===== config.mk =====
export PLATFORM = sky130hd
export DESIGN_NAME = tmon_readout
export DESIGN_NICKNAME = d
export VERILOG_FILES = /design/src/logic/tmon_pkg.sv /design/src/logic/tmon_readout.sv
export SDC_FILE = /design/constraint.sdc
export NUM_CORES = 1
export LEC_CHECK = 0
export BUFFER_PORTS_ARGS = -buffer_cell sky130_fd_sc_hd__buf_2
export CORE_ASPECT_RATIO = 0.8
export CORE_MARGIN = 2
export CORE_UTILIZATION = 35
export CTS_CLUSTER_DIAMETER = 30
export CTS_CLUSTER_SIZE = 14
export DETAILED_ROUTE_END_ITERATION = 10
export GPL_ROUTABILITY_DRIVEN = 0
export SLEW_MARGIN = 30
export SYNTH_ARGS = -nofsm -noshare
export SYNTH_HDL_FRONTEND = slang
export SYNTH_SLANG_ARGS = --single-unit

===== constraint.sdc =====
create_clock -name clk_sys_i -period 12.1 [get_ports clk_sys_i]
set_input_delay 1.21 -clock clk_sys_i [delete_from_list [all_inputs] [get_ports clk_sys_i]]
set_output_delay 1.21 -clock clk_sys_i [all_outputs]
set_load 0.02 [all_outputs]

===== src/logic/tmon_pkg.sv =====
package tmon_pkg;

  // ------------------------------------------------------------------
  // Channels, in conversion order
  // ------------------------------------------------------------------
  localparam int NUM_CH = 6;
  localparam int CH_W = 3;
  localparam logic [2:0] CH_REM1 = 3'h0;
  localparam logic [2:0] CH_REM2 = 3'h1;
  localparam logic [2:0] CH_GEN8 = 3'h2;
  localparam logic [2:0] CH_GEN9 = 3'h3;
  localparam logic [2:0] CH_VBAT = 3'h4;
  localparam logic [2:0] CH_LOCAL = 3'h5;

  // ------------------------------------------------------------------
  // Averaging and timing
  // ------------------------------------------------------------------
  localparam int ACC_W = 12;
  localparam int AVG_SH = 4;
  localparam logic [3:0] AVG_LAST = 4'hF;
  localparam int CLK_NS = 5;
  localparam int CONV_NS = 711000;
  localparam int REMOTE_NS = 2140000;

  // ------------------------------------------------------------------
  // Register map
  // ------------------------------------------------------------------
  localparam logic [7:0] ADDR_CFG1 = 8'h00;
  localparam logic [7:0] ADDR_CFG3 = 8'h07;
  localparam logic [7:0] ADDR_REM1 = 8'h1E;
  localparam logic [7:0] ADDR_LOCAL = 8'h1F;
  localparam logic [7:0] ADDR_STATUS = 8'h20;
  localparam logic [7:0] ADDR_VBAT = 8'h26;
  localparam logic [7:0] ADDR_GEN8 = 8'h27;
  localparam logic [7:0] ADDR_PAIR = 8'h29;
  localparam logic [7:0] ADDR_HI_BASE = 8'h40;
  localparam logic [7:0] ADDR_LO_BASE = 8'h50;
  localparam int CFG1_START = 0;
  localparam int CFG1_PAIR_AIN = 3;
  localparam int CFG3_REF_HI = 2;
  localparam logic [7:0] CFG_RST = 8'h00;
  localparam logic [7:0] TEMP_HI_RST = 8'h7F;
  localparam logic [7:0] TEMP_LO_RST = 8'h80;
  localparam logic [7:0] VOLT_HI_RST = 8'hFF;
  localparam logic [7:0] VOLT_LO_RST = 8'h00;

  typedef enum logic [2:0] {
    ST_IDLE = 3'b001,
    ST_PH_A = 3'b010,
    ST_PH_B = 3'b100
  } tmon_state_t;

  function automatic logic tmon_is_temp(input logic [2:0] ch);
    return (ch == CH_REM1) || (ch == CH_REM2) || (ch == CH_LOCAL);
  endfunction

endpackage


===== src/logic/tmon_readout.sv =====
// Overview of operation
// - Battery divider lower leg connected only during a battery conversion.
// - Channels converted round-robin; each stored reading except battery averages 16 conversions.
// - Battery channel stores one unaveraged conversion of one conversion period.
// - Third config register bit 2 selects reference level: 0 low, 1 high.
// - Each on-chip temperature result is written to the value register at 1Fh.
// - Temperatures are 8-bit twos complement, one degree per step.
// - First config register bit 3: 0 second diode pair, 1 analog inputs.
// - First remote diode channel is always a temperature input.
// - Remote bias alternates between base and multiple current; result is difference.
// - Remote temperature reported as 8-bit twos complement average of 16 cycles.
// - One remote measurement takes nominally 2.14 ms.
// - Voltage channels hold high and low limits; violation requests interrupt.
// - Temperature alarm sets above hot limit, clears below lower limit.
// - Start bit 0 of first config register runs cycling; clearing stops it.
// - Cycle starts with first remote channel and ends with local temperature.
// - Shared pair converted both ways; diode result to 29h, 27h then invalid.
module tmon_readout #(
  parameter int TMR_W = 20,
  parameter int CONV_CYC = tmon_pkg::CONV_NS / tmon_pkg::CLK_NS,
  parameter int REMOTE_CYC = tmon_pkg::REMOTE_NS / tmon_pkg::CLK_NS
) (
  // Clock and reset
  input wire logic clk_sys_i,
  input wire logic rst_n_i,
  // Register port
  input wire logic [7:0] reg_addr_i,
  input wire logic reg_wr_i,
  input wire logic [7:0] reg_wdata_i,
  input wire logic reg_rd_i,
  output logic [7:0] reg_rdata_o,
  // Converter front end
  input wire logic [7:0] conv_data_i,
  output logic [2:0] conv_chan_o,
  output logic bias_high_o,
  output logic vbat_div_en_o,
  // Pin function and status
  output logic ref_sel_2v5_o,
  output logic pair_ain_mode_o,
  output logic alarm_o
);

  localparam logic [TMR_W-1:0] CONV_LAST = TMR_W'(CONV_CYC - 1);
  localparam logic [TMR_W-1:0] REM_LAST = TMR_W'(REMOTE_CYC / 2 - 1);

  // ------------------------------------------------------------------
  // Reset release
  // ------------------------------------------------------------------
  logic rst_meta_q, rst_sync_q;
  always_ff @(posedge clk_sys_i or negedge rst_n_i) begin
    if (!rst_n_i) begin
      rst_meta_q <= 1'b0;
      rst_sync_q <= 1'b0;
    end else begin
      rst_meta_q <= 1'b1;
      rst_sync_q <= rst_meta_q;
    end
  end

  // ------------------------------------------------------------------
  // Conversion sequencer
  // ------------------------------------------------------------------
  tmon_pkg::tmon_state_t state_q, state_d;
  logic [2:0] ch_q, ch_d, sch_q, sch_d;
  logic [3:0] cnt_q, cnt_d;
  logic [TMR_W-1:0] tmr_q, tmr_d;
  logic [tmon_pkg::ACC_W-1:0] acc_q, acc_d, sum;
  logic [7:0] lowv_q, lowv_d, sval_q, sval_d, samp;
  logic store_q, store_d, fin, is_rem, start;
  logic div_q, div_d, bias_q, bias_d;
  logic [7:0] cfg1_q, cfg3_q;

  assign start = cfg1_q[tmon_pkg::CFG1_START];

  always_comb begin
    state_d = state_q;
    ch_d = ch_q;
    cnt_d = cnt_q;
    tmr_d = tmr_q + 1'b1;
    acc_d = acc_q;
    lowv_d = lowv_q;
    store_d = 1'b0;
    sval_d = sval_q;
    sch_d = sch_q;
    samp = 8'h00;
    fin = 1'b0;
    sum = acc_q;
    // The first remote pair is a diode channel whatever the config says.
    is_rem = (ch_q == tmon_pkg::CH_REM1) || (ch_q == tmon_pkg::CH_REM2);
    case (state_q)
      tmon_pkg::ST_IDLE: begin
        tmr_d = '0;
        if (start) begin
          state_d = tmon_pkg::ST_PH_A;
          ch_d = tmon_pkg::CH_REM1;
          cnt_d = 4'h0;
          acc_d = '0;
        end
      end
      tmon_pkg::ST_PH_A: begin
        // Remote measurements split the slot into two bias halves.
        if (is_rem && tmr_q == REM_LAST) begin
          lowv_d = conv_data_i;
          tmr_d = '0;
          state_d = tmon_pkg::ST_PH_B;
        end else if (!is_rem && tmr_q == CONV_LAST) begin
          samp = conv_data_i;
          fin = 1'b1;
        end
      end
      tmon_pkg::ST_PH_B: begin
        if (tmr_q == REM_LAST) begin
          samp = conv_data_i - lowv_q;
          fin = 1'b1;
        end
      end
      default: state_d = tmon_pkg::ST_IDLE;
    endcase
    if (fin) begin
      // Temperatures are signed and extended as such; voltages are not.
      if (tmon_pkg::tmon_is_temp(ch_q)) begin
        sum = acc_q + {{(tmon_pkg::ACC_W - 8){samp[7]}}, samp};
      end else begin
        sum = acc_q + {{(tmon_pkg::ACC_W - 8){1'b0}}, samp};
      end
      tmr_d = '0;
      state_d = tmon_pkg::ST_PH_A;
      if (ch_q == tmon_pkg::CH_VBAT || cnt_q == tmon_pkg::AVG_LAST) begin
        store_d = 1'b1;
        sch_d = ch_q;
        // Battery keeps one raw sample to shorten the drain window.
        sval_d = (ch_q == tmon_pkg::CH_VBAT) ? samp : sum[tmon_pkg::AVG_SH +: 8];
        ch_d = (ch_q == tmon_pkg::CH_LOCAL) ? tmon_pkg::CH_REM1 : ch_q + 3'h1;
        cnt_d = 4'h0;
        acc_d = '0;
      end else begin
        cnt_d = cnt_q + 4'h1;
        acc_d = sum;
      end
    end
    if (!start) state_d = tmon_pkg::ST_IDLE;
    // Divider leg only while the single battery conversion runs.
    div_d = (state_d != tmon_pkg::ST_IDLE) && (ch_d == tmon_pkg::CH_VBAT);
    bias_d = (state_d == tmon_pkg::ST_PH_B);
  end

  always_ff @(posedge clk_sys_i or negedge rst_sync_q) begin
    if (!rst_sync_q) begin
      state_q <= tmon_pkg::ST_IDLE;
      ch_q <= tmon_pkg::CH_REM1;
      cnt_q <= 4'h0;
      tmr_q <= '0;
      acc_q <= '0;
      lowv_q <= 8'h00;
      store_q <= 1'b0;
      sval_q <= 8'h00;
      sch_q <= tmon_pkg::CH_REM1;
      div_q <= 1'b0;
      bias_q <= 1'b0;
      conv_chan_o <= tmon_pkg::CH_REM1;
    end else begin
      state_q <= state_d;
      ch_q <= ch_d;
      cnt_q <= cnt_d;
      tmr_q <= tmr_d;
      acc_q <= acc_d;
      lowv_q <= lowv_d;
      store_q <= store_d;
      sval_q <= sval_d;
      sch_q <= sch_d;
      div_q <= div_d;
      bias_q <= bias_d;
      conv_chan_o <= ch_d;
    end
  end

  assign vbat_div_en_o = div_q;
  assign bias_high_o = bias_q;

  // ------------------------------------------------------------------
  // Per-channel values, limits and flags
  // ------------------------------------------------------------------
  logic [7:0] val_q [tmon_pkg::NUM_CH];
  logic [7:0] hi_q [tmon_pkg::NUM_CH];
  logic [7:0] lo_q [tmon_pkg::NUM_CH];
  logic [tmon_pkg::NUM_CH-1:0] stat_q, talm_q, stat_d;
  logic pair_ain;

  assign pair_ain = cfg1_q[tmon_pkg::CFG1_PAIR_AIN];

  for (genvar g = 0; g < tmon_pkg::NUM_CH; g++) begin : g_ch
    localparam logic [2:0] CH = 3'(g);
    localparam logic TEMP = tmon_pkg::tmon_is_temp(CH);
    localparam logic [7:0] HA = tmon_pkg::ADDR_HI_BASE + 8'(g);
    localparam logic [7:0] LA = tmon_pkg::ADDR_LO_BASE + 8'(g);
    logic [7:0] val_d, hi_d, lo_d;
    logic talm_d, valid, hit, vhi, vlo, clr;
    always_comb begin
      // Only the reading that matches the pair's function is live.
      valid = 1'b1;
      if (CH == tmon_pkg::CH_REM2) begin
        valid = !pair_ain;
      end else if (CH == tmon_pkg::CH_GEN8 || CH == tmon_pkg::CH_GEN9) begin
        valid = pair_ain;
      end
      hit = store_q && (sch_q == CH) && valid;
      vhi = TEMP ? $signed(sval_q) > $signed(hi_q[g]) : sval_q > hi_q[g];
      vlo = TEMP ? $signed(sval_q) < $signed(lo_q[g]) : sval_q < lo_q[g];
      val_d = hit ? sval_q : val_q[g];
      hi_d = (reg_wr_i && reg_addr_i == HA) ? reg_wdata_i : hi_q[g];
      lo_d = (reg_wr_i && reg_addr_i == LA) ? reg_wdata_i : lo_q[g];
      // Hot alarm holds until the reading drops below the lower limit.
      talm_d = talm_q[g];
      if (hit && TEMP && vhi) begin
        talm_d = 1'b1;
      end else if (hit && TEMP && vlo) begin
        talm_d = 1'b0;
      end
      clr = reg_wr_i && reg_addr_i == tmon_pkg::ADDR_STATUS && reg_wdata_i[g];
      // A violation in the clearing cycle survives the clear.
      stat_d[g] = (stat_q[g] && !clr) || (hit && (vhi || (vlo && !TEMP)));
    end
    always_ff @(posedge clk_sys_i or negedge rst_sync_q) begin
      if (!rst_sync_q) begin
        val_q[g] <= 8'h00;
        hi_q[g] <= TEMP ? tmon_pkg::TEMP_HI_RST : tmon_pkg::VOLT_HI_RST;
        lo_q[g] <= TEMP ? tmon_pkg::TEMP_LO_RST : tmon_pkg::VOLT_LO_RST;
        talm_q[g] <= 1'b0;
        stat_q[g] <= 1'b0;
      end else begin
        val_q[g] <= val_d;
        hi_q[g] <= hi_d;
        lo_q[g] <= lo_d;
        talm_q[g] <= talm_d;
        stat_q[g] <= stat_d[g];
      end
    end
  end

  // ------------------------------------------------------------------
  // Configuration and read port
  // ------------------------------------------------------------------
  logic [7:0] cfg1_d, cfg3_d, rdata_d;
  logic alarm_d;
  localparam logic [tmon_pkg::NUM_CH-1:0] VOLT_MASK = 6'h1C;

  always_comb begin
    cfg1_d = cfg1_q;
    cfg3_d = cfg3_q;
    if (reg_wr_i && reg_addr_i == tmon_pkg::ADDR_CFG1) begin
      cfg1_d = reg_wdata_i;
    end
    if (reg_wr_i && reg_addr_i == tmon_pkg::ADDR_CFG3) begin
      cfg3_d = reg_wdata_i;
    end
    rdata_d = reg_rdata_o;
    if (reg_rd_i) begin
      rdata_d = 8'h00;
      case (reg_addr_i)
        tmon_pkg::ADDR_CFG1: rdata_d = cfg1_q;
        tmon_pkg::ADDR_CFG3: rdata_d = cfg3_q;
        tmon_pkg::ADDR_REM1: rdata_d = val_q[tmon_pkg::CH_REM1];
        tmon_pkg::ADDR_LOCAL: rdata_d = val_q[tmon_pkg::CH_LOCAL];
        tmon_pkg::ADDR_VBAT: rdata_d = val_q[tmon_pkg::CH_VBAT];
        tmon_pkg::ADDR_STATUS: rdata_d = {2'b00, stat_q};
        // In diode mode 27h has no valid result and reads zero.
        tmon_pkg::ADDR_GEN8: rdata_d = pair_ain ? val_q[tmon_pkg::CH_GEN8] : 8'h00;
        tmon_pkg::ADDR_PAIR: begin
          rdata_d = pair_ain ? val_q[tmon_pkg::CH_GEN9] : val_q[tmon_pkg::CH_REM2];
        end
        default: begin
          for (int i = 0; i < tmon_pkg::NUM_CH; i++) begin
            if (reg_addr_i == tmon_pkg::ADDR_HI_BASE + 8'(i)) begin
              rdata_d = hi_q[i];
            end
            if (reg_addr_i == tmon_pkg::ADDR_LO_BASE + 8'(i)) begin
              rdata_d = lo_q[i];
            end
          end
        end
      endcase
    end
    alarm_d = |(stat_d & VOLT_MASK) || |talm_q;
  end

  always_ff @(posedge clk_sys_i or negedge rst_sync_q) begin
    if (!rst_sync_q) begin
      cfg1_q <= tmon_pkg::CFG_RST;
      cfg3_q <= tmon_pkg::CFG_RST;
      reg_rdata_o <= 8'h00;
      ref_sel_2v5_o <= 1'b0;
      pair_ain_mode_o <= 1'b0;
      alarm_o <= 1'b0;
    end else begin
      cfg1_q <= cfg1_d;
      cfg3_q <= cfg3_d;
      reg_rdata_o <= rdata_d;
      ref_sel_2v5_o <= cfg3_d[tmon_pkg::CFG3_REF_HI];
      pair_ain_mode_o <= cfg1_d[tmon_pkg::CFG1_PAIR_AIN];
      alarm_o <= alarm_d;
    end
  end
endmodule // tmon_readout


==> results.cfg <==
[status]
status = complete, no violations

[clock_network]
post_cts_resized = 0
path_clk_slew_ns = 0.05
h-tree-depth = 2
clk_latency_ns = 0.62
tritoncts = built
cts_sinks = 244
cts_inserted_buffers = 60
cts_setup_buffers = 0
cts_max_path_buffers = 3
clockRootBuffer = clkbuf_16
ctsHoldBuffers = 0

[layout]
drive_gt1_frac = 0.273
area_growth_pct = 22.0
fin_area_mm2 = 0.0171
nNetsFinal = 1578
diodes = 0
final_core_util = 0.433

[setup_path]
path_max_fanout = 10
path_cells = nor4b_4 > nand2_2 > or2_4 > nor4_4 > a22o_1 > ha_1 > a21o_1 > a211oi_1 > o21ai_0 > a21oi_1 > o2111ai_1 > a41o_1 > a21o_1 > xnor2_1 > or3_1 > nand3_1
cp.required_ns = 12.64
start_kind = flop
cpPeakStageDelay_ns = 0.61
crit_top_cell = a21o_1
criticalPathCategory = flop to flop
critPathSlowestCell = nor4_4
crit_arrival_ns = 5.05
path_buf_inv = 0
worst-r2r-setup-slack_ns = 7.58
critPathTopFamily = compound AO/OA/AOI/OAI gates
cp-end-kind = flop

[detailed_routing]
dr.pass1.iters = 5
drc = 0
routed_wl_mm = 39.8
viasPerCell = 5.40
drt-initial-drc-count = 784
ant_nets = 0
routedWlPerCell_um = 19.7
num_vias = 10900

[pwr]
total_power_w = 0.00288
switching_share = 0.265
pwr-share-clk = 0.575
seq_power_share = 0.319
internal-power_w = 0.00212
ir_drop_uv = 106
p_sw_w = 0.000763
combPwrFrac = 0.106
leakage_nw = 7.75
p_per_area_mw_per_mm2 = 168

[timing]
maxSlewHeadroom = 0.379
finalCritPeriodShare = 0.373
worst_pin_slew_ns = 0.928
setup_violations = 0
fmax_mhz = 221
rsz0062_at_grt = false
setup_tns_ns = 0
finClkSkew_ns = 0.0387
period_needed_ns = 4.52
slew_viol_final = 0
hold_viol = 0

[yosys]
synthSimpleGateAreaFrac = 0.124
yosys.area.top_type = dfrtp_1
ys_ff_latch = 244
synth_nets = 1490
yosys.area_share.adder = 0.102
ys_seq_area_frac = 0.439
synthArstFlopShare = 1.00
post_synth.cell_area_avg_um2 = 10.4
synth_top_family_by_area = compound AO/OA/AOI/OAI gates
synth_edf_count = 0
synthTopCellsByArea = dfrtp_1 35%, mux2_2 12%, ha_1 9.8%, dfstp_2 9.2%, o21ai_0 3.4%
syn_area_mm2 = 0.0140
synth_mux_area_frac = 0.124
synth_warnings = 0
synth_cells = 1350
synth_top_area_share = 0.348
synth-compound-area-share = 0.147
synth_ff_type = dfrtp_1
synth.distinct_cells = 74
synth_xor_area_frac = 0.0225

[global_routing]
grt.overflow.total = 0
grt_use_total = 0.193
antenna_found_initial = 0
grt_start_max_net_pins = 80
first_global_vias = 10900
grt_pass1_wl_mm = 63.1

[placed_design]
placed_area_mm2 = 0.0150
io_buffers = 43
dpl.hpwl_mm = 27.0

[floorplan]
die_area_mm2 = 0.0417
die_h_um = 183
core_mm2 = 0.0395
start_util = 0.355
die_w_um = 228
rows = 65
pin_count = 44

[hold_path]
hp-class = flop to asynchronous set/reset pin

[job]
drv_cap = 0
synthesized netlist by cell type (all sizes together) (9+ instances only):
cell type,instances
dfrtp,195
mux2,150
ha,110
inv,108
nand2,105
o21ai,96
nor2,73
a21oi,53
dfstp,49
a21o,42
clkbuf,42
a22oi,27
nand4,22
nor2b,22
nand3,20
nor3,20
xnor2,20
nand2b,19
a22o,18
xor2,16
a222oi,15
and3,10
a31oi,9
o21a,9
layer usage:
layer	up-vias	global-route usage	share of wire
met5	-	0	0
met4	0	0.0643	0.025
met3	78	0.0368	0.061
met2	314	0.295	0.44
met1	5459	0.275	0.48
li1	5078	-	-
area by class of cell:
type / instances / area [um2]
Sequential cell: 244 / 6170
Inverter: 108 / 405
Multi-Input combinational cell: 953 / 7320
Timing Repair Buffer: 71 / 433
Fill cell: 3803 / 22400
Tap cell: 536 / 671
Clock buffer: 76 / 1670
Clock inverter: 37 / 457
power groups by stage:
stage                     Clock, W  Combinational, W  Sequential [W]
after floorplan                  0          0.000185        0.000939
after global placement           0          0.000295        0.000929
after detailed placement         0          0.000305        0.000930
after CTS                  0.00168          0.000307        0.000919
after global routing       0.00173          0.000347        0.000926
final                      0.00165          0.000306        0.000919
metrics by stage:
step | hold WS (ns) | worst slack [ns] | std cells
2_1_floorplan | 0.331 | 4.88 | 1350
3_3_place_gp | 0.337 | 7.23 | 1912
3_5_place_dp | 0.343 | 7.18 | 1912
4_1_cts | 0.353 | 7.62 | 2025
5_1_grt | 0.355 | 7.32 | 2025
6_report | 0.347 | 7.58 | 2025
cells in the final DEF (no fill, tap or decap), types with 8 or more instances in the layout:
cell / count
xnor2_1: 20
nand2_1: 104
a21oi_1: 53
clkbuf_16: 60
a31oi_1: 9
inv_1: 108
ha_1: 110
clkinv_2: 11
o21ai_0: 94
clkinvlp_4: 12
nand4_1: 22
clkbuf_8: 11
a22oi_1: 27
a22o_1: 17
a221oi_1: 8
dfrtp_1: 194
xor2_1: 16
nor2_1: 71
buf_4: 26
mux2_2: 150
buf_2: 43
a222oi_1: 15
a21o_1: 42
nand2b_1: 19
and3_1: 9
nor3_1: 17
nand3_1: 20
dfstp_2: 49
o21a_1: 9
nor2b_1: 22
worst paths after layout:
path,start,to,cells past startpoint
setup reg to reg,tmr_q[15],acc_q[11],16
hold reg to reg,rst_sync_q,tmr_q[5],0
hold / removal,rst_sync_q,tmr_q[5],0
min in group clk_sys_i,rst_meta_q,rst_sync_q,0
max in group asynchronous,rst_sync_q,lo_q[19],2
setup / recovery,tmr_q[15],acc_q[11],16
flip-flops by register name (all words and copies together), names as in the netlist, 8 cells and up:
register / cells
acc_q: 12
lowv_q: 8
tmr_q: 20
lo_q: 48
hi_q: 48
sval_q: 8
reg_rdata_o: 8
cfg1_q: 8
val_q: 48
cell families (layout without fill, tap and decap cells):
group,Yosys count,count (layout)
mux,155,155
simple gates,338,338
fa+ha+maj,113,113
compound gates,310,310
other cells,1,1
flops,244,244
xor+xnor,36,36
buf+inv,153,292
Power figures use the tool's default switching activity.
